`src/rtl/fpc_pkg.sv`:
```
// Purpose: constants and types of the flash protection controller
// Assumes: 40 MHz core clock, 8-bit special function register bus
// Notes:   protection image is 21 bytes at the top of the flash array
package fpc_pkg;

  // ==========================================================
  // special function register addresses
  localparam logic [7:0] SFR_FLASH_COMMAND   = 8'hb9;
  localparam logic [7:0] SFR_FLASH_ACCESS_KEY = 8'hba;
  localparam logic [7:0] SFR_PROT_KEY_ENTRY  = 8'hbb;
  localparam logic [7:0] SFR_FLASH_DATA      = 8'hbc;
  localparam logic [7:0] SFR_FLASH_ADDR_LOW  = 8'hc6;
  localparam logic [7:0] SFR_FLASH_ADDR_HIGH = 8'hc7;

  // ==========================================================
  // reset values
  localparam logic [7:0] RST_KEY  = 8'hff;
  localparam logic [7:0] RST_ZERO = 8'h00;
  localparam logic [7:0] ERASED   = 8'hff;

  // ==========================================================
  // commands and keys
  localparam logic [7:0] CMD_WRITE_BYTE = 8'h01;
  localparam logic [7:0] CMD_ERASE_PAGE = 8'h02;
  localparam logic [7:0] CMD_ERASE_ALL  = 8'h03;
  localparam logic [7:0] CMD_READ_BYTE  = 8'h04;
  localparam logic [7:0] CMD_PROTECT    = 8'h08;
  localparam logic [7:0] ACCESS_KEY     = 8'h3b;
  localparam logic [7:0] DL_LOAD_R0     = 8'h49;
  localparam logic [7:0] DL_STORE_R0    = 8'h46;

  // ==========================================================
  // protection image layout
  localparam logic [7:0] PROT_HIGH     = 8'hf7;
  localparam logic [7:0] PROT_KEY_LOW  = 8'heb;
  localparam logic [7:0] PROT_WP_LOW   = 8'hf0;
  localparam logic [4:0] IMG_LAST      = 5'd20;
  localparam logic [4:0] IMG_KEY       = 5'd0;
  localparam logic [4:0] IMG_RP_BASE   = 5'd1;
  localparam logic [4:0] IMG_WP_BASE   = 5'd5;
  localparam logic [4:0] IMG_WDT_BYTE  = 5'd20;
  localparam int         WDT_BIT       = 7;
  localparam logic [6:0] LAST_PAGE     = 7'd123;
  localparam int         PAGE_LSB      = 9;
  localparam logic [15:0] PROT_BASE    = 16'hf7eb;

  // ==========================================================
  // timing
  localparam longint CLK_PERIOD_NS   = 25;
  localparam longint T_WRITE_NS      = 30000;
  localparam longint T_ERASE_PAGE_NS = 20000000;
  localparam longint T_ERASE_ALL_NS  = 64'd2500000000;
  localparam longint T_READ_NS       = 100;
  localparam logic [31:0] CYC_WRITE =
    32'((T_WRITE_NS + CLK_PERIOD_NS - 1) / CLK_PERIOD_NS);
  localparam logic [31:0] CYC_ERASE_PAGE =
    32'((T_ERASE_PAGE_NS + CLK_PERIOD_NS - 1) / CLK_PERIOD_NS);
  localparam logic [31:0] CYC_ERASE_ALL =
    32'((T_ERASE_ALL_NS + CLK_PERIOD_NS - 1) / CLK_PERIOD_NS);
  localparam logic [31:0] CYC_READ =
    32'((T_READ_NS + CLK_PERIOD_NS - 1) / CLK_PERIOD_NS);

  // ==========================================================
  // types
  typedef enum logic [2:0] {
    OP_NONE  = 3'h0,
    OP_WRITE = 3'h1,
    OP_ERASE_PAGE = 3'h2,
    OP_ERASE_ALL  = 3'h3,
    OP_READ  = 3'h4
  } fpc_op_type;

  typedef struct packed {
    fpc_op_type  op;
    logic [15:0] addr;
    logic [7:0]  wdata;
  } fpc_flash_req_type;

  typedef struct packed {
    logic       wr;
    logic       rd;
    logic [7:0] addr;
    logic [7:0] wdata;
  } fpc_sfr_req_type;

  typedef struct packed {
    logic       valid;
    logic [7:0] cmd;
    logic [7:0] data;
  } fpc_dl_cmd_type;

endpackage

```
`src/rtl/fpc_top.sv`:
```
// Purpose: flash protection controller between core and flash array
// Assumes: flash array obeys the request held on O_FLASH_REQ
// Notes:   core is held while booting and while any flash job runs
`timescale 1ns/1ps
`default_nettype none
module fpc_top #(
  parameter logic [31:0] P_CYC_ERASE_PAGE = fpc_pkg::CYC_ERASE_PAGE,
  parameter logic [31:0] P_CYC_ERASE_ALL  = fpc_pkg::CYC_ERASE_ALL
) (
  input  wire logic                       I_CLK,
  input  wire logic                       I_RST_N,
  input  wire fpc_pkg::fpc_sfr_req_type   I_SFR,
  output fpc_pkg::fpc_flash_req_type      O_FLASH_REQ,
  input  wire logic [7:0]                 I_FLASH_RDATA,
  input  wire logic                       I_SERIAL_DOWNLOAD_ENABLE_N,
  input  wire fpc_pkg::fpc_dl_cmd_type    I_DL_CMD,
  output logic [7:0]                      O_SFR_RDATA,
  output logic                            O_CORE_HOLD,
  output logic                            O_DOWNLOAD_MODE,
  output logic                            O_PROT_ACTIVE,
  output logic                            O_WDT_LOCK_EN,
  output logic                            O_CMD_REFUSED
);

  // ==========================================================
  // state
  typedef enum logic [3:0] {
    ST_BOOT    = 4'b0001,
    ST_BOOT_RD = 4'b0010,
    ST_IDLE    = 4'b0100,
    ST_OP      = 4'b1000
  } fpc_state_type;

  fpc_state_type state;
  logic [7:0]  flash_command;
  logic [7:0]  flash_access_key;
  logic [7:0]  protection_key_entry;
  logic [7:0]  flash_data_pointer;
  logic [7:0]  flash_address_low;
  logic [7:0]  flash_address_high;
  logic [7:0]  working_register_zero;
  logic [20:0][7:0] act_img;
  logic [20:0][7:0] live_img;
  logic [4:0]  boot_idx;
  logic        strap_taken;
  logic        tmr_load;
  logic [31:0] tmr_cycles;
  logic        tmr_done;

  // ==========================================================
  // helpers
  function automatic logic page_wp(input logic [20:0][7:0] img,
                                   input logic [6:0] pg);
    page_wp = ~img[5'(fpc_pkg::IMG_WP_BASE + 5'(pg[6:3]))][pg[2:0]];
  endfunction

  function automatic logic page_rp(input logic [20:0][7:0] img,
                                   input logic [6:0] pg);
    page_rp = ~img[5'(fpc_pkg::IMG_RP_BASE + 5'(pg[6:5]))][pg[4:2]];
  endfunction

  // ==========================================================
  // sfr source: core or download kernel
  logic        dl_store;
  logic        sfr_wr;
  logic [7:0]  sfr_addr;
  logic [7:0]  sfr_wdata;
  always_comb begin
    dl_store = O_DOWNLOAD_MODE && I_DL_CMD.valid &&
               I_DL_CMD.cmd == fpc_pkg::DL_STORE_R0;
    sfr_wr    = dl_store || I_SFR.wr;
    sfr_addr  = dl_store ? I_DL_CMD.data : I_SFR.addr;
    sfr_wdata = dl_store ? working_register_zero : I_SFR.wdata;
  end

  // ==========================================================
  // command decode
  logic [15:0] full_addr;
  logic [6:0]  page;
  logic        active;
  logic        cmd_wr;
  logic        key_ok;
  logic        prot_key_ok;
  logic        accept;
  fpc_pkg::fpc_op_type next_op;
  logic [31:0] next_cycles;
  always_comb begin
    full_addr  = {flash_address_high, flash_address_low};
    page       = full_addr[15:fpc_pkg::PAGE_LSB];
    active     = page_wp(act_img, fpc_pkg::LAST_PAGE);
    cmd_wr     = sfr_wr && sfr_addr == fpc_pkg::SFR_FLASH_COMMAND &&
                 state == ST_IDLE;
    key_ok     = flash_access_key == fpc_pkg::ACCESS_KEY;
    prot_key_ok = act_img[fpc_pkg::IMG_KEY] == fpc_pkg::ERASED ||
                  protection_key_entry == act_img[fpc_pkg::IMG_KEY];
    accept      = 1'b0;
    next_op     = fpc_pkg::OP_NONE;
    next_cycles = fpc_pkg::CYC_WRITE;
    case (sfr_wdata)
      fpc_pkg::CMD_WRITE_BYTE: begin
        accept  = key_ok && !(active && page_wp(act_img, page)) &&
                  full_addr < fpc_pkg::PROT_BASE;
        next_op = fpc_pkg::OP_WRITE;
        next_cycles = fpc_pkg::CYC_WRITE;
      end
      fpc_pkg::CMD_ERASE_PAGE: begin
        accept  = key_ok && !(active && page_wp(act_img, page));
        next_op = fpc_pkg::OP_ERASE_PAGE;
        next_cycles = P_CYC_ERASE_PAGE;
      end
      fpc_pkg::CMD_ERASE_ALL: begin
        accept  = key_ok;
        next_op = fpc_pkg::OP_ERASE_ALL;
        next_cycles = P_CYC_ERASE_ALL;
      end
      fpc_pkg::CMD_READ_BYTE: begin
        accept  = key_ok && (!(active && page_rp(act_img, page)) ||
                  full_addr >= fpc_pkg::PROT_BASE);
        next_op = fpc_pkg::OP_READ;
        next_cycles = fpc_pkg::CYC_READ;
      end
      fpc_pkg::CMD_PROTECT: begin
        accept  = key_ok && prot_key_ok &&
                  flash_address_low >= fpc_pkg::PROT_KEY_LOW &&
                  !(flash_address_low == fpc_pkg::PROT_KEY_LOW &&
                    live_img[fpc_pkg::IMG_KEY] != fpc_pkg::ERASED) &&
                  !(O_DOWNLOAD_MODE && active);
        next_op = fpc_pkg::OP_WRITE;
        next_cycles = fpc_pkg::CYC_WRITE;
      end
      default: begin
        accept  = 1'b0;
      end
    endcase
  end

  logic [4:0] prot_idx;
  assign prot_idx = 5'(flash_address_low - fpc_pkg::PROT_KEY_LOW);

  // ==========================================================
  // timer
  assign tmr_load   = (state == ST_BOOT) || (cmd_wr && accept);
  assign tmr_cycles = (state == ST_BOOT) ? fpc_pkg::CYC_READ : next_cycles;

  fpc_timer u_timer (
    .i_clk    (I_CLK),
    .i_rst_n  (I_RST_N),
    .i_load   (tmr_load),
    .i_cycles (tmr_cycles),
    .o_busy   (),
    .o_done   (tmr_done)
  );

  // ==========================================================
  // sequencer and flash request
  always_ff @(posedge I_CLK) begin
    if (!I_RST_N) begin
      state       <= ST_BOOT;
      boot_idx    <= fpc_pkg::IMG_KEY;
      O_FLASH_REQ <= '0;
      O_CORE_HOLD <= 1'b1;
    end else begin
      case (state)
        ST_BOOT: begin
          O_FLASH_REQ <= '{fpc_pkg::OP_READ,
                           16'(fpc_pkg::PROT_BASE + 16'(boot_idx)),
                           fpc_pkg::RST_ZERO};
          O_CORE_HOLD <= 1'b1;
          state       <= ST_BOOT_RD;
        end
        ST_BOOT_RD: begin
          if (tmr_done) begin
            O_FLASH_REQ <= '0;
            if (boot_idx == fpc_pkg::IMG_LAST) begin
              state       <= ST_IDLE;
              O_CORE_HOLD <= 1'b0;
            end else begin
              boot_idx <= 5'(boot_idx + 5'd1);
              state    <= ST_BOOT;
            end
          end
        end
        ST_IDLE: begin
          if (cmd_wr && accept) begin
            O_CORE_HOLD <= 1'b1;
            state       <= ST_OP;
            if (sfr_wdata == fpc_pkg::CMD_PROTECT) begin
              O_FLASH_REQ <= '{next_op,
                               {fpc_pkg::PROT_HIGH, flash_address_low},
                               live_img[prot_idx] & flash_data_pointer};
            end else begin
              O_FLASH_REQ <= '{next_op, full_addr, flash_data_pointer};
            end
          end
        end
        ST_OP: begin
          if (tmr_done) begin
            O_FLASH_REQ <= '0;
            O_CORE_HOLD <= 1'b0;
            state       <= ST_IDLE;
          end
        end
        default: begin
          state <= ST_BOOT;
        end
      endcase
    end
  end

  // ==========================================================
  // protection images
  always_ff @(posedge I_CLK) begin
    if (!I_RST_N) begin
      act_img  <= {21{fpc_pkg::ERASED}};
      live_img <= {21{fpc_pkg::ERASED}};
    end else if (state == ST_BOOT_RD && tmr_done) begin
      act_img[boot_idx]  <= I_FLASH_RDATA;
      live_img[boot_idx] <= I_FLASH_RDATA;
    end else if (state == ST_IDLE && cmd_wr && accept) begin
      if (sfr_wdata == fpc_pkg::CMD_PROTECT) begin
        live_img[prot_idx] <= live_img[prot_idx] & flash_data_pointer;
      end else if (sfr_wdata == fpc_pkg::CMD_ERASE_ALL) begin
        live_img <= {21{fpc_pkg::ERASED}};
      end
    end
  end

  // ==========================================================
  // enforcement outputs and strap
  always_ff @(posedge I_CLK) begin
    if (!I_RST_N) begin
      O_PROT_ACTIVE   <= 1'b0;
      O_WDT_LOCK_EN   <= 1'b0;
      O_DOWNLOAD_MODE <= 1'b0;
      strap_taken     <= 1'b0;
    end else begin
      O_PROT_ACTIVE <= active;
      O_WDT_LOCK_EN <= ~act_img[fpc_pkg::IMG_WDT_BYTE][fpc_pkg::WDT_BIT];
      if (!strap_taken) begin
        O_DOWNLOAD_MODE <= ~I_SERIAL_DOWNLOAD_ENABLE_N;
        strap_taken     <= 1'b1;
      end
    end
  end

  // ==========================================================
  // special function registers
  always_ff @(posedge I_CLK) begin
    if (!I_RST_N) begin
      flash_command         <= fpc_pkg::RST_ZERO;
      flash_access_key      <= fpc_pkg::RST_KEY;
      protection_key_entry  <= fpc_pkg::RST_KEY;
      flash_data_pointer    <= fpc_pkg::RST_ZERO;
      flash_address_low     <= fpc_pkg::RST_ZERO;
      flash_address_high    <= fpc_pkg::RST_ZERO;
      working_register_zero <= fpc_pkg::RST_ZERO;
      O_CMD_REFUSED         <= 1'b0;
    end else begin
      if (O_DOWNLOAD_MODE && I_DL_CMD.valid &&
          I_DL_CMD.cmd == fpc_pkg::DL_LOAD_R0) begin
        working_register_zero <= I_DL_CMD.data;
      end
      if (state == ST_OP && tmr_done && O_FLASH_REQ.op == fpc_pkg::OP_READ) begin
        flash_data_pointer <= I_FLASH_RDATA;
      end
      if (cmd_wr) begin
        flash_command    <= sfr_wdata;
        flash_access_key <= fpc_pkg::RST_KEY;
        O_CMD_REFUSED    <= ~accept;
        if (sfr_wdata == fpc_pkg::CMD_PROTECT) begin
          protection_key_entry <= fpc_pkg::RST_ZERO;
        end
      end else if (sfr_wr && state == ST_IDLE) begin
        if (sfr_addr == fpc_pkg::SFR_FLASH_ACCESS_KEY) begin
          flash_access_key <= sfr_wdata;
        end else if (sfr_addr == fpc_pkg::SFR_PROT_KEY_ENTRY) begin
          protection_key_entry <= sfr_wdata;
        end else if (sfr_addr == fpc_pkg::SFR_FLASH_DATA) begin
          flash_data_pointer <= sfr_wdata;
        end else if (sfr_addr == fpc_pkg::SFR_FLASH_ADDR_LOW) begin
          flash_address_low <= sfr_wdata;
        end else if (sfr_addr == fpc_pkg::SFR_FLASH_ADDR_HIGH) begin
          flash_address_high <= sfr_wdata;
        end
      end
    end
  end

  // ==========================================================
  // read port
  always_ff @(posedge I_CLK) begin
    if (!I_RST_N) begin
      O_SFR_RDATA <= fpc_pkg::RST_ZERO;
    end else if (I_SFR.rd) begin
      if (I_SFR.addr == fpc_pkg::SFR_FLASH_COMMAND) begin
        O_SFR_RDATA <= flash_command;
      end else if (I_SFR.addr == fpc_pkg::SFR_FLASH_ACCESS_KEY) begin
        O_SFR_RDATA <= flash_access_key;
      end else if (I_SFR.addr == fpc_pkg::SFR_PROT_KEY_ENTRY) begin
        O_SFR_RDATA <= protection_key_entry;
      end else if (I_SFR.addr == fpc_pkg::SFR_FLASH_DATA) begin
        O_SFR_RDATA <= flash_data_pointer;
      end else if (I_SFR.addr == fpc_pkg::SFR_FLASH_ADDR_LOW) begin
        O_SFR_RDATA <= flash_address_low;
      end else if (I_SFR.addr == fpc_pkg::SFR_FLASH_ADDR_HIGH) begin
        O_SFR_RDATA <= flash_address_high;
      end else begin
        O_SFR_RDATA <= fpc_pkg::RST_ZERO;
      end
    end
  end

endmodule // fpc_top
`default_nettype wire

```
`src/rtl/fpc_timer.sv`:
```
// Purpose: flash operation duration counter
// Assumes: load and count are synchronous to the core clock
// Notes:   done pulses for one cycle, i_cycles clocks after the load
`timescale 1ns/1ps
`default_nettype none
module fpc_timer (
  input  wire logic        i_clk,
  input  wire logic        i_rst_n,
  input  wire logic        i_load,
  input  wire logic [31:0] i_cycles,
  output logic             o_busy,
  output logic             o_done
);

  // ==========================================================
  // countdown
  logic [31:0] count;

  always_ff @(posedge i_clk) begin
    if (!i_rst_n) begin
      count  <= 32'h0;
      o_busy <= 1'b0;
      o_done <= 1'b0;
    end else begin
      o_done <= 1'b0;
      if (i_load) begin
        count  <= i_cycles;
        o_busy <= 1'b1;
      end else if (o_busy) begin
        if (count <= 32'h1) begin
          o_busy <= 1'b0;
          o_done <= 1'b1;
        end else begin
          count <= count - 32'h1;
        end
      end
    end
  end

endmodule // fpc_timer
`default_nettype wire

```
`config.mk`:
```
export PLATFORM = sky130hd
export DESIGN_NAME = fpc_top
export DESIGN_NICKNAME = d
export VERILOG_FILES = /design/src/rtl/fpc_pkg.sv /design/src/rtl/fpc_top.sv /design/src/rtl/fpc_timer.sv
export SDC_FILE = /design/constraint.sdc
export NUM_CORES = 1
export LEC_CHECK = 0
export BUFFER_PORTS_ARGS = -buffer_cell sky130_fd_sc_hd__buf_2
export CAP_MARGIN = 20
export CORE_UTILIZATION = 55
export CTS_BUF_LIST = sky130_fd_sc_hd__clkbuf_16
export CTS_CLUSTER_SIZE = 40
export DETAILED_ROUTE_END_ITERATION = 10
export HOLD_SLACK_MARGIN = 0.08
export PLACE_DENSITY_LB_ADDON = 0.3
export SETUP_SLACK_MARGIN = 0.2
export SYNTH_ARGS = -nofsm -noshare
export SYNTH_HDL_FRONTEND = slang
export SYNTH_SLANG_ARGS = --single-unit
```
`constraint.sdc`:
```
create_clock -name I_CLK -period 8.6 [get_ports I_CLK]
set_input_delay 0.86 -clock I_CLK [delete_from_list [all_inputs] [get_ports I_CLK]]
set_output_delay 0.86 -clock I_CLK [all_outputs]
set_load 0.01 [all_outputs]
```
---- After elaboration in Yosys (flattened, before gate mapping) ----
Index checks and enable logic that the tools add are counted.
word-level totals
  bits in registers ....................... 476
  bits of input ports ..................... 46
  word-level logic and storage cells ...... 255
  output and inout bits ................... 40
cells by class
  mux-type cells .......................... 66
  reductions and logical operators ........ 54
  $lt $le $gt $ge ......................... 12
  add/sub/neg operators ................... 6
  eq/ne operators ......................... 38
  bitwise operators ....................... 15
operators by type and width
  kind                   number
  $mux 168               4
  $bwmux 168             3
  $mux 8                 24
  $pmux 27 s3            2
  $mux 32                4
  $bmux 8 s5             3
  $eq 8x8->1 const B     14
  $demux 8 s5            2
  $mux 27                2
  $le 32x1->1 const B    1
  $sub 32x1->32 const B  1
  $logic_and 1x1->1      25
  $mux 24                1
  $lt 5x6->1 const B     3
  $eq 8x2->1 const B     2
  $eq 8x7->1 const B     2
  $ge 16x16->1 const B   1
  $lt 16x16->1 const B   1
  $pmux 4 s4             1
  $add 13x6->14 const A  1
  $not 1->1              14
  $mux 4                 3
  $pmux 3 s4             1
  $mux 1                 11
  40 further kinds       65

---- Logic depth before layout (Yosys ltp) ----
Gate-level depths: netlist (run 1).
  depth in word-level cells ............... 15
  gate-level depth with buffers ........... 17

---- Cells and area by module ----
From an unflattened synthesis (run 1), not the netlist that was laid out.
second synthesis, totals
  cell total of the unflattened synthesis .. 2929
  area total of the unflattened synthesis .. 25888.6 um^2
modules (own cells, without submodules)
  module     sequential area each (um^2)  area an instance (um^2)  times used  cells each
  fpc_top    8848.5                       23890.4                  1           2682
  fpc_timer  680.7                        1998.2                   1           247

---- Worst setup path after synthesis (run 1) ----
No wires, ideal clock.
  path kind ............................... reg2reg
  from .................................... register flash_address_low[0]
  to ...................................... register live_img[50] (netlist bit)
  setup time .............................. 0.122 ns
  slack ................................... 3.946 ns
  cell stages (with the launch flop) ...... 15
  clock period less this slack ............ 4.654 ns
  data required time ...................... 8.478 ns
  arrival time ............................ 4.532 ns
  path through ............................ dfxtp_1 > clkbuf_1 > buf_1 > clkbuf_1 > clkinv_1 > ha_1 > buf_1 > clkbuf_1 > mux4_2 > o22a_1 > a41oi_1 > clkbuf_1 > o211ai_1 > a21boi_0 > o32a_1
on the way
  cells in the longest elaborated chain, start to end .. 9
RTL lines
  element                                                                            line                            text
  from (decl)                                                                        fpc_top.sv:39                   logic [7:0] flash_address_low;
  from (signal assigned)                                                             fpc_top.sv:254                  flash_address_low <= fpc_pkg::RST_ZERO;
  from (signal assigned)                                                             fpc_top.sv:281                  flash_address_low <= sfr_wdata;
  $sub 5x4->5 / $eq 8x8->1 (equally long branches)                                   fpc_top.sv:138, fpc_top.sv:125
  $lt 5x6->1 (not written as such) (tied with other cells)                           fpc_top.sv:221                  live_img[prot_idx] <= live_img[prot_idx] & flash_data_pointer;
  $logic_and 1x1->1 (not written as such) / $logic_not 1->1 (equally long branches)  fpc_top.sv:221, fpc_top.sv:125
  $mux 8 (not written as such) / $logic_and 1x1->1 (equally long branches)           fpc_top.sv:221, fpc_top.sv:124
  $demux 8 s5 / $logic_and 1x1->1 (equally long branches)                            fpc_top.sv:221, fpc_top.sv:126
  $bwmux 168 / $pmux 1 s5 (equally long branches)                                    fpc_top.sv:221, fpc_top.sv:99
  $mux 168 / $logic_and 1x1->1 (equally long branches)                               fpc_top.sv:220, fpc_top.sv:219
  $mux 168 / $reduce_bool 2->1 (equally long branches)                               n/a
  $mux 168 / $reduce_and 2->1 (equally long branches)                                n/a
  to (signal assigned)                                                               fpc_top.sv:215                  live_img <= {21{fpc_pkg::ERASED}};
  to (signal, indexed assignment)                                                    fpc_top.sv:221
  to (signal assigned)                                                               fpc_top.sv:223                  live_img <= {21{fpc_pkg::ERASED}};
  to (decl)                                                                          fpc_top.sv:43                   logic [20:0][7:0] live_img;
Parallel ways exist; a longest one is shown, timed or not. The select of a mux whose other input is x is not followed.
A chain may end at the register's enable or synchronous reset.

---- Worst setup path after layout (run 1) ----
  from .................................... register flash_address_high[6]
  to ...................................... register live_img[120] (netlist bit)
on the way
  cells in the longest elaborated chain, start to end .. 14
RTL lines
  element                                                       line                                            text
  from (decl)                                                   fpc_top.sv:40                                   logic [7:0] flash_address_high;
  from (signal assigned)                                        fpc_top.sv:255                                  flash_address_high <= fpc_pkg::RST_ZERO;
  from (signal assigned)                                        fpc_top.sv:283                                  flash_address_high <= sfr_wdata;
  $add 3x4->5 / $add 1x2->3 (equally long branches)             fpc_top.sv:54, fpc_top.sv:59
  $bmux 8 s5, on equally long branches                          fpc_top.sv:54, fpc_top.sv:59
  $mux 8, on equally long branches                              fpc_top.sv:54, fpc_top.sv:59
  $bmux 1 s3, on equally long branches                          fpc_top.sv:54, fpc_top.sv:59
  $mux 1, on equally long branches                              fpc_top.sv:54, fpc_top.sv:59
  $not 1->1, on equally long branches                           fpc_top.sv:54, fpc_top.sv:59
  $logic_and 1x1->1, on equally long branches                   fpc_top.sv:101, fpc_top.sv:107, fpc_top.sv:117
  $logic_not 1->1, on equally long branches                     fpc_top.sv:101, fpc_top.sv:107, fpc_top.sv:117
  $logic_and 1x1->1 / $logic_or 1x1->1 (equally long branches)  fpc_top.sv:101, fpc_top.sv:107, fpc_top.sv:117
  $logic_and 1x1->1, on equally long branches                   fpc_top.sv:101, fpc_top.sv:117
  $pmux 1 s5 *                                                  fpc_top.sv:99                                   case (sfr_wdata)
  $logic_and 1x1->1 *                                           fpc_top.sv:219                                  end else if (state == ST_IDLE && cmd_wr && accept) begin
  $reduce_bool 2->1 (no line) *                                 n/a
  $reduce_and 2->1 (no line) *                                  n/a
Mark *: on every way between the ends. The rest lies on a longest branch, timed or not. The select of a mux whose other input is x is not followed.

==> results summary, run 1 <==
Once the floorplan was initialized, standard cells occupied 56.1% of the core. The setup path with the least slack is of type flip-flop to flip-flop. The overall die width came out at around 220 microns. The detailed placement HPWL is 60.5 mm.

The net switching power is 1.78 mW. The top-area cell type share of the netlist area came out at 37.2%. The static leakage is 10.4 nW.

The distinct cell type count of the synthesized netlist came out at 82. The final hold violation count is 0. The post-synthesis sequential area ratio is roughly 37%. STA classifies the critical path endpoint as a flip-flop. The ratio of cells with drive above 1 in the final layout came out at 13.2%. Setup repair after global routing left no endpoint under its margin.

The largest net degree at the start of global routing is around 120. After filler insertion, the fill cell instance count of the layout stands at about 3,900. The switching power as a share of total power came out at a little under a third. Combinational logic burns a little over a fifth of the power. The remaining number of nets flagged by the antenna check after routing is 0. The floorplan has 78 rows. The cell sitting at the root of the clock tree is a sky130_fd_sc_hd__clkbuf_16. Setup violations remaining at the end of the flow were counted as 0. The final design area excluding fillers came out at roughly 28,000 sq um. The final RePlAce weighted congestion is 1.01.

The sequential group share of total power came out at between 40% and 50%. The height of the chip came out at 218 microns. The maximum number of buffers from clock root to sink is 3. The minimum period implied by the final worst setup slack is 6110 ps. The worst-case register-to-register setup slack came out at 2490 ps. The wire length of the first global-routing pass came out at 139 mm. Among all flip-flop cells after synthesis, the most frequent one is sky130_fd_sc_hd__dfxtp_1. The synthesized netlist net count is 3,024.

Data on the critical path arrives at its endpoint at 6660 ps. The largest clock skew in the final design is 22.3 ps. Measured against its own limit, the worst slew margin works out to 16.8%. The number of clock buffers added by TritonCTS is about 50. The number of flops mapped to enable cells by yosys is 0.

The net total in the final layout came out at 2,956. Of the total power, the clock network draws between 30% and 40%. In this run the power density over the cells is 206 nW/um^2. The tool flagged a number of max-cap violations equal to 0. The via total after detailed routing is ~25,000. The clock transition at the registers of the reported paths is 60 ps. The overall fraction of global-route tracks in use is between 30% and 40%.

The internal power of the cells is 3.94 mW. At the later pin of the worst-skew pair, clock insertion delay measures 620 ps. For the worst setup path, the data required time is 9150 ps. The area growth from synthesis to layout came out at 8.45%. After synthesis, the mean cell area works out to between 8 and 9 sq um. Summed over all layers, the global routing overflow is 0. Yosys attributes the largest share of cell area to sky130_fd_sc_hd__dfxtp_1, sky130_fd_sc_hd__mux4_2, sky130_fd_sc_hd__nand2_1.

The initial antenna violation count was 1. The area inside the core boundary came out at 45,700 sq um. The I/O pin total came out at 86.

TritonCTS built the clock tree. Using the TritonRoute via totals, the vias-per-cell ratio works out to a little under 7. The worst hold path endpoint is act_img[161]$_SDFFE_PN1P_. The biggest area consumer among synthesized cells is sky130_fd_sc_hd__dfxtp_1.

The worst hold path begins at act_img[161]$_SDFFE_PN1P_. The slew at the pin closest to its max-slew limit is 1240 ps. The final clock period utilization by the worst path came out at between 70% and 80%. The kind of launch point of the worst setup path is a flip-flop.

Yosys printed 0 warnings. The top fanout value on the critical path came out at between 50 and 60. The count of pins over their slew limit came to 0. The detailed-route wire length per cell came out at around 26 microns. The endpoint identified for the worst register-to-register timing path is live_img[120]$_SDFFE_PN1P_.

The depth of the worst register-to-register path is 13. The number of buffers added on ports came out at 85. The number of iterations in the first detailed-routing pass is 6. The buffer count from post-CTS setup fixing is 0. The highest attainable clock frequency came out at 164 MHz. The min-delay analysis places its worst path in the category flip-flop to flip-flop. The flow ran to the end, and the final reports show no timing, DRC or antenna violations. For this design, the sink count on the clock tree is 476.

The final sum of negative setup slack came out at 0 ps. The cell area that synthesis handed to floorplanning was 25,600 sq um. The cell count after synthesis came out at 2,962. Counting flops with an async set or reset pin after synthesis yields a share of 0%. The via count of the first global-routing pass came out at 23,200. The full die area is 47,400 sq um.

The worst ir drop on vdd is 0.260 mV. The initial detailed-routing violation count came out at 3,362. The count of hold-fix buffers inserted at cts came out at 0.

The synthesized design contains 476 register bits. In this run the number of H-tree levels came out at 2. The number of gates resized after CTS was 0. Wires add up to 91.4 mm. In this run the critical register-to-register path is launched from flash_address_high[6]$_SDFFE_PN0P_. Summing all placed instances gives a cell area of 26,100 sq um. After detailed routing, the number of remaining DRC violations is 0.

The cell depth of the worst hold path came out at 2.
cells in the mapped netlist (8+ instances only):
cell type	instances
sky130_fd_sc_hd__a2bb2oi_1	78
sky130_fd_sc_hd__mux2_2	19
sky130_fd_sc_hd__or2_2	23
sky130_fd_sc_hd__a22oi_1	18
sky130_fd_sc_hd__dfxtp_1	476
sky130_fd_sc_hd__o21ai_0	62
sky130_fd_sc_hd__a221o_1	16
sky130_fd_sc_hd__o211ai_1	129
sky130_fd_sc_hd__inv_1	68
sky130_fd_sc_hd__a31o_2	8
sky130_fd_sc_hd__clkbuf_1	166
sky130_fd_sc_hd__a21boi_0	92
sky130_fd_sc_hd__a211oi_1	24
sky130_fd_sc_hd__mux4_2	77
sky130_fd_sc_hd__mux2i_1	81
sky130_fd_sc_hd__xor2_1	14
sky130_fd_sc_hd__xnor2_1	20
sky130_fd_sc_hd__ha_1	16
sky130_fd_sc_hd__nor2_1	308
sky130_fd_sc_hd__a21o_1	83
sky130_fd_sc_hd__buf_4	10
sky130_fd_sc_hd__buf_2	23
sky130_fd_sc_hd__o22ai_1	15
sky130_fd_sc_hd__o221a_2	27
sky130_fd_sc_hd__nand3_1	98
sky130_fd_sc_hd__a21oi_1	193
sky130_fd_sc_hd__nor3_1	28
sky130_fd_sc_hd__nand4_1	16
sky130_fd_sc_hd__nand2_1	402
sky130_fd_sc_hd__nor4_1	19
sky130_fd_sc_hd__nand3b_1	10
sky130_fd_sc_hd__buf_1	34
sky130_fd_sc_hd__and3_1	11
sky130_fd_sc_hd__a31oi_1	14
sky130_fd_sc_hd__and2_1	14
sky130_fd_sc_hd__nand2b_1	10
sky130_fd_sc_hd__or3_1	22
sky130_fd_sc_hd__a221oi_1	9
sky130_fd_sc_hd__o22a_1	14
sky130_fd_sc_hd__or4_1	11
sky130_fd_sc_hd__buf_6	13
sky130_fd_sc_hd__o32a_1	91
sky130_fd_sc_hd__nor2b_1	11
per-stage QoR:
stage               hold WS, ps  power (mW)  cells  util (%)  setup slack (ps)
floorplan                   409        3.34   2962         -              3950
global placement            429        3.57   3434      57.1              2820
detailed placement          434        3.62   3435      57.1              2640
CTS                         442        5.69   3529      60.5              2670
global route                452        5.95   3535      60.8              2240
finish                      442        5.72   3536      60.8              2490
metal layers:
metal | vias up | share of wire (%) | GRT usage, %
met4 | 0 | 6.3 | 21.9
met2 | 1685 | 43 | 56.8
met3 | 383 | 12 | 10.3
met1 | 11600 | 39 | 48.7
li1 | 10900 | - | -
met5 | - | 0 | 0
final cells by class:
class	instances	area, sq um	area share, %
Tap cell	600	751	2.70
Multi-Input combinational cell	2167	14800	53.4
Inverter	71	267	0.960
Clock inverter	41	233	0.838
Antenna cell	1	2.50	0.00901
Clock buffer	53	1330	4.78
Timing Repair Buffer	127	827	2.98
Sequential cell	476	9530	34.3
logic make-up after synthesis:
logic type / share of synthesized area (%)
AND/OR/NAND/NOR: 17.7
AO/OA/AOI/OAI: 26.8
flip-flops: 37.2
buffers and inverters: 5.44
multiplexers: 10.9
XOR/XNOR: 1.23
adder cells (fa/ha/maj): 0.782
power groups by stage:
stage | combinational (mW) | clock, mW | sequential, mW
finish | 1.21 | 2.12 | 2.40
global route | 1.33 | 2.21 | 2.41
CTS | 1.18 | 2.11 | 2.40
detailed placement | 1.18 | 0 | 2.44
global placement | 1.14 | 0 | 2.44
floorplan | 0.908 | 0 | 2.43
registers in the layout, summed over array words and instances (netlist names), 27 cells and up:
register,count
O_FLASH_REQ,27
act_img,168
live_img,168
u_timer.count,32
worst max path at each step:
stage | startpoint | depth (start not counted) | slack [ps] | endpoint
after floorplan | flash_address_low[0]$_SDFFE_PN0P_ | 14 | 3950 | live_img[50]$_SDFFE_PN1P_
after global placement | I_DL_CMD[8] | 11 | 2820 | live_img[146]$_SDFFE_PN1P_
after detailed placement | I_DL_CMD[13] | 11 | 2640 | live_img[120]$_SDFFE_PN1P_
after CTS | flash_address_high[6]$_SDFFE_PN0P_ | 13 | 2670 | live_img[120]$_SDFFE_PN1P_
after global routing | flash_address_high[6]$_SDFFE_PN0P_ | 13 | 2240 | live_img[160]$_SDFFE_PN1P_
final | flash_address_high[6]$_SDFFE_PN0P_ | 13 | 2490 | live_img[120]$_SDFFE_PN1P_
placed cells by master, fill, tap and decap left out, types with 18 or more instances in the layout:
cell / netlist / layout
sky130_fd_sc_hd__buf_2: 23 / 85
sky130_fd_sc_hd__a21o_1: 83 / 83
sky130_fd_sc_hd__mux2i_1: 81 / 81
sky130_fd_sc_hd__o21ai_0: 62 / 61
sky130_fd_sc_hd__or2_2: 23 / 23
sky130_fd_sc_hd__nand3_1: 98 / 98
sky130_fd_sc_hd__clkinv_1: 3 / 18
sky130_fd_sc_hd__a21oi_1: 193 / 193
sky130_fd_sc_hd__xnor2_1: 20 / 20
sky130_fd_sc_hd__nor2_1: 308 / 307
sky130_fd_sc_hd__o221a_2: 27 / 27
sky130_fd_sc_hd__or3_1: 22 / 22
sky130_fd_sc_hd__o211ai_1: 129 / 129
sky130_fd_sc_hd__mux4_2: 77 / 77
sky130_fd_sc_hd__a2bb2oi_1: 78 / 78
sky130_fd_sc_hd__o32a_1: 91 / 91
sky130_fd_sc_hd__buf_4: 10 / 36
sky130_fd_sc_hd__a211oi_1: 24 / 24
sky130_fd_sc_hd__a21boi_0: 92 / 92
sky130_fd_sc_hd__dfxtp_1: 476 / 474
sky130_fd_sc_hd__nor3_1: 28 / 28
sky130_fd_sc_hd__clkbuf_16: 0 / 53
sky130_fd_sc_hd__nor4_1: 19 / 18
sky130_fd_sc_hd__a22oi_1: 18 / 18
sky130_fd_sc_hd__mux2_2: 19 / 19
sky130_fd_sc_hd__inv_1: 68 / 77
sky130_fd_sc_hd__nand2_1: 402 / 402
worst max-delay path, cell delays in order, from the launching register on:
cell and delay [ps]:
sky130_fd_sc_hd__dfxtp_1 920, sky130_fd_sc_hd__inv_1 210, sky130_fd_sc_hd__ha_1 340, sky130_fd_sc_hd__buf_4 380, sky130_fd_sc_hd__mux4_2 390, sky130_fd_sc_hd__nand3b_1 100
sky130_fd_sc_hd__a31oi_1 100, sky130_fd_sc_hd__or4_1 560, sky130_fd_sc_hd__a21oi_1 520, sky130_fd_sc_hd__o21a_1 290, sky130_fd_sc_hd__a221o_4 490, sky130_fd_sc_hd__and2_2 950
sky130_fd_sc_hd__buf_4 490, sky130_fd_sc_hd__o32a_1 230
(Power assumes the default switching activity.)
==> inputs of run 2 (changes only) <==
--- a/config.mk
+++ b/config.mk
@@ -5,6 +5,7 @@
 export SDC_FILE = /design/constraint.sdc
 export NUM_CORES = 1
 export LEC_CHECK = 0
+export ABC_AREA = 1
 export BUFFER_PORTS_ARGS = -buffer_cell sky130_fd_sc_hd__buf_2
 export CAP_MARGIN = 20
 export CORE_UTILIZATION = 55
==> constraint.sdc (replaced) <==
create_clock -name I_CLK -period 6.1 [get_ports I_CLK]
set_input_delay 0.61 -clock I_CLK [delete_from_list [all_inputs] [get_ports I_CLK]]
set_output_delay 0.61 -clock I_CLK [all_outputs]
set_load 0.01 [all_outputs]
==> run 2 against run 1 <==
Against the previous run: first-iteration DRC count up 19%; fmax up 23%; worst setup slack worse by 1400 ps; sequential share of layout area up 0.29 points; clock power up 54%; wire length down 4.0%; largest cell class unchanged; register-to-register slack worse by 1400 ps; final cell count up 26%; hold slack worse by 200 ps; die area down 1.4%.
==> results summary, run 2 <==
The flow ran to the end, and the final reports show no timing, DRC or antenna violations. The post-CTS resize count is 0. The final hold violation count is 0. The overall die width is 216 microns.

Setup repair after global routing left no endpoint under its margin. The clock sink count is between 400 and 500. The share of async-settable or async-resettable flops after synthesis is 0%. The kind of launch point of the worst setup path is a flip-flop. The largest net degree at the start of global routing is about 260. The completed layout was analyzed and its total power is 8.13 mW. Of all cell types, the one taking the most synthesized area is sky130_fd_sc_hd__dfxtp_1. The initial detailed-routing violation count came out at 3,994.

The average cell area after synthesis is 6.54 sq um. In this design, the stage delay of the slowest critical-path cell is a little under 800 ps. The tightest hold path in the finished design has a slack of 247 ps. The detailed-route wire length per cell came out at between 15 and 20 microns. The maximum level of the CTS H-tree came out at 2.

The initial antenna violation count is 2. The most numerous cell type found on the critical path is sky130_fd_sc_hd__nand2_1. The worst slew margin relative to its limit came out at 5.79%.

The largest registers in the layout are act_img x168, live_img x168, u_timer.count x32. The slew at the pin closest to its max-slew limit came out at 1410 ps. CTS placed an instance of sky130_fd_sc_hd__clkbuf_16 at the clock tree root.

The clock network latency to the later pin of the worst-skew pair is a little over 600 ps. At the end of routability-driven placement, the weighted congestion stood at 0.991. The portion of total power attributed to the clock network came out at 40.1%. The worst setup path is of the flip-flop to flip-flop kind. The sequential group share of total power is a little over two fifths. The first detailed-routing pass ran for 8 iterations.

Sequential cells were found to cover a little under two fifths of the synthesized design area. The synthesized design contains 0 enable-type register cells. The overall fraction of global-route tracks in use came out at 36.5%.

The final cell count without fillers is approximately 4,400. Data on the critical path arrives at its endpoint at 5410 ps. The minimum period implied by the final worst setup slack came out at 4970 ps. The largest clock skew in the final design is between 20 and 25 ps. The instance count of the mapped netlist came out at 3,857.

In this run switching power makes up 30.8% of total power. The number of vias per cell came out at around 6.1. The net total in the final layout came out at 3,854. The count of nets left with antenna violations once routing finished came out at 0. In this run, synthesis produced a sequential element count of around 480. The wire length of the first global-routing pass came out at approximately 130 mm. The distinct cell type count of the synthesized netlist came out at 47. After clock tree synthesis, the clock-pin slew on the worst setup and hold paths is 70 ps.

The synthesized netlist net count is 3,919. The height of the chip came out at 216 microns. The worst-case register-to-register setup slack is about 1100 ps. The net switching power is 2.50 mW. The top fanout value on the critical path is 174. The number of buffers added on ports is 85.

The power share of the combinational group is roughly 18%. Walking the worst path, the cells encountered are ha_1 -> inv_2 -> o211ai_1 -> nand2_1 -> nand2_1 -> nand3_1 -> nand3_1 -> nand3_1 -> nand2_1 -> nand2_1 -> nand3_1 -> nand2_1 -> nand2_1 -> nand2_1 -> nand2_1 -> nand2_1 -> nand2_1 -> o21ai_4 -> buf_12 -> nand2_1 -> nand2_1 -> nand3_1. The worst ir drop on vdd came out at between 0.2 and 0.3 mV. The number of failing setup endpoints in the final timing report is 0. The number of clock buffers added by TritonCTS is 50. The top-area cell type share of the netlist area came out at 37.8%. For this run, the share of the core covered by cells in the final layout is 60.8%.

The slowest stage of the critical path is the sky130_fd_sc_hd__inv_2 cell. Power spread over the standard cell area amounts to 295 nW/um^2. The core region is ~45,000 sq um.

The most used flip-flop cell after synthesis is sky130_fd_sc_hd__dfxtp_1. The CTS tree is done. The initial core utilization is 55.7%. The tightest min-delay check is of the primary input to flip-flop type. The number of core rows is 78. The count of pins over their slew limit came out at 0. The static leakage came out at ~13 nW. The highest attainable clock frequency came out at 201 MHz.

The cell area after technology mapping came out at about 25,000 sq um. The internal power of the cells came out at ~5.6 mW. The full die area is 46,800 sq um. The buffer count from post-CTS setup fixing is 0. In this run, placement finished with an instance count of 4,340. The detailed placement HPWL is 60.3 mm. The final sum of negative setup slack came out at 0 ps. In the routed design, unresolved DRC markers number 0. The count of hold-fix buffers inserted at cts is 0. Dividing the final minimum period by the clock period gives 81.5%.

The max-capacitance violation count came out at 0. STA classifies the critical path endpoint as a flip-flop. The most common cell after layout, fill and taps aside is sky130_fd_sc_hd__nand2_1. By area the synthesized netlist is led by sky130_fd_sc_hd__dfxtp_1, sky130_fd_sc_hd__nand2_1, sky130_fd_sc_hd__nand3_1. Across all layers, the routed design uses approximately 27,000 vias.

The via count of the first global-routing pass came out at 23,600. The data required time of the worst path is 6540 ps. Counting the fill cells in the layout gives between 4,000 and 5,000. The I/O pin total is 86. In the layout the commonest cells are sky130_fd_sc_hd__nand2_1, sky130_fd_sc_hd__nand3_1, sky130_fd_sc_hd__dfxtp_1. Counting along the longest clock path gives a buffer depth of 3.

The synthesis warning total is 0. The area growth from synthesis to layout came out at 9.10%. The ratio of cells with drive above 1 in the final layout is ~7.1%.

Yosys instantiated no cell more often than sky130_fd_sc_hd__nand2_1. The global route total overflow is 0. After detailed routing, the total wire length is 87.7 mm. The commonest cells after synthesis are sky130_fd_sc_hd__nand2_1, sky130_fd_sc_hd__nand3_1, sky130_fd_sc_hd__dfxtp_1, sky130_fd_sc_hd__inv_1, sky130_fd_sc_hd__o21ai_0.
[run 2: cell types whose count changed after synthesis, moves of 90 or more]
cell and delta:
sky130_fd_sc_hd__a21boi_0 -90, sky130_fd_sc_hd__inv_1 +244, sky130_fd_sc_hd__nand2_1 +601, sky130_fd_sc_hd__nand3_1 +432, sky130_fd_sc_hd__o21ai_0 +221, sky130_fd_sc_hd__o32a_1 -91
[run 2: cell families after synthesis]
logic type	Yosys count	synth area share [%]
and+or+nand+nor	1938	32.7
adders and majority gates	16	0.793
xor gates and xnor gates	24	0.863
AOI/OAI and AO/OA	833	19.1
buffers and inverters	570	8.76
DFF	476	37.8
[run 2: metal layers]
layer  share of wire [%]  vias to the layer above  global-route usage, %
li1                    -                    12900                      -
met1                  41                    12200                   50.3
met2                  42                     1641                   54.3
met3                  12                      267                   8.46
met4                 4.4                        2                   16.1
met5               0.014                        -                      0
[run 2: power by group through the flow]
stage / combinational, mW / clock [mW] / sequential (mW)
6_report: 1.46 / 3.26 / 3.41
5_1_grt: 1.65 / 3.40 / 3.43
4_1_cts: 1.45 / 3.27 / 3.41
3_5_place_dp: 1.43 / 0 / 3.48
3_3_place_gp: 1.41 / 0 / 3.47
2_1_floorplan: 1.04 / 0 / 3.49
[run 2: per-stage QoR]
step	cell area [sq um]	setup slack, ps
finish	27500	1130
global route	27500	830
CTS	27500	1310
detailed placement	25800	1330
global placement	25800	1420
floorplan	25200	2680
[run 2: area by class of cell]
cell class              instances  area, sq um  area share, %
inverters                     333         1250           4.56
clock buffers                  51         1280           4.63
flip-flops and latches        476         9530           34.6
multi-input cells            2811        13500           49.1
well taps                     600          751           2.73
clock inverters                43          449           1.63
diodes                          4         10.0         0.0363
repair buffers                120          743           2.70
[run 2: worst max-delay path, delay by kind of cell, from the launching register on]
kind | cells | cell delay, ps
fa+ha+maj | 1 | 360
simple gates | 17 | 1870
flops | 1 | 720
compound gates | 2 | 420
buf+inv | 2 | 1260
[run 2: final timing paths]
kind                                      startpoint                                     to  depth (start not counted)
setup / recovery  flash_address_high[4]$_SDFFE_PN0P_             live_img[111]$_SDFFE_PN1P_                         22
hold / removal                           I_DL_CMD[0]  working_register_zero[0]$_SDFFE_PN0P_                          3
setup reg to reg  flash_address_high[4]$_SDFFE_PN0P_             live_img[111]$_SDFFE_PN1P_                         22
hold reg to reg            act_img[163]$_SDFFE_PN1P_               O_PROT_ACTIVE$_SDFF_PN0_                          1
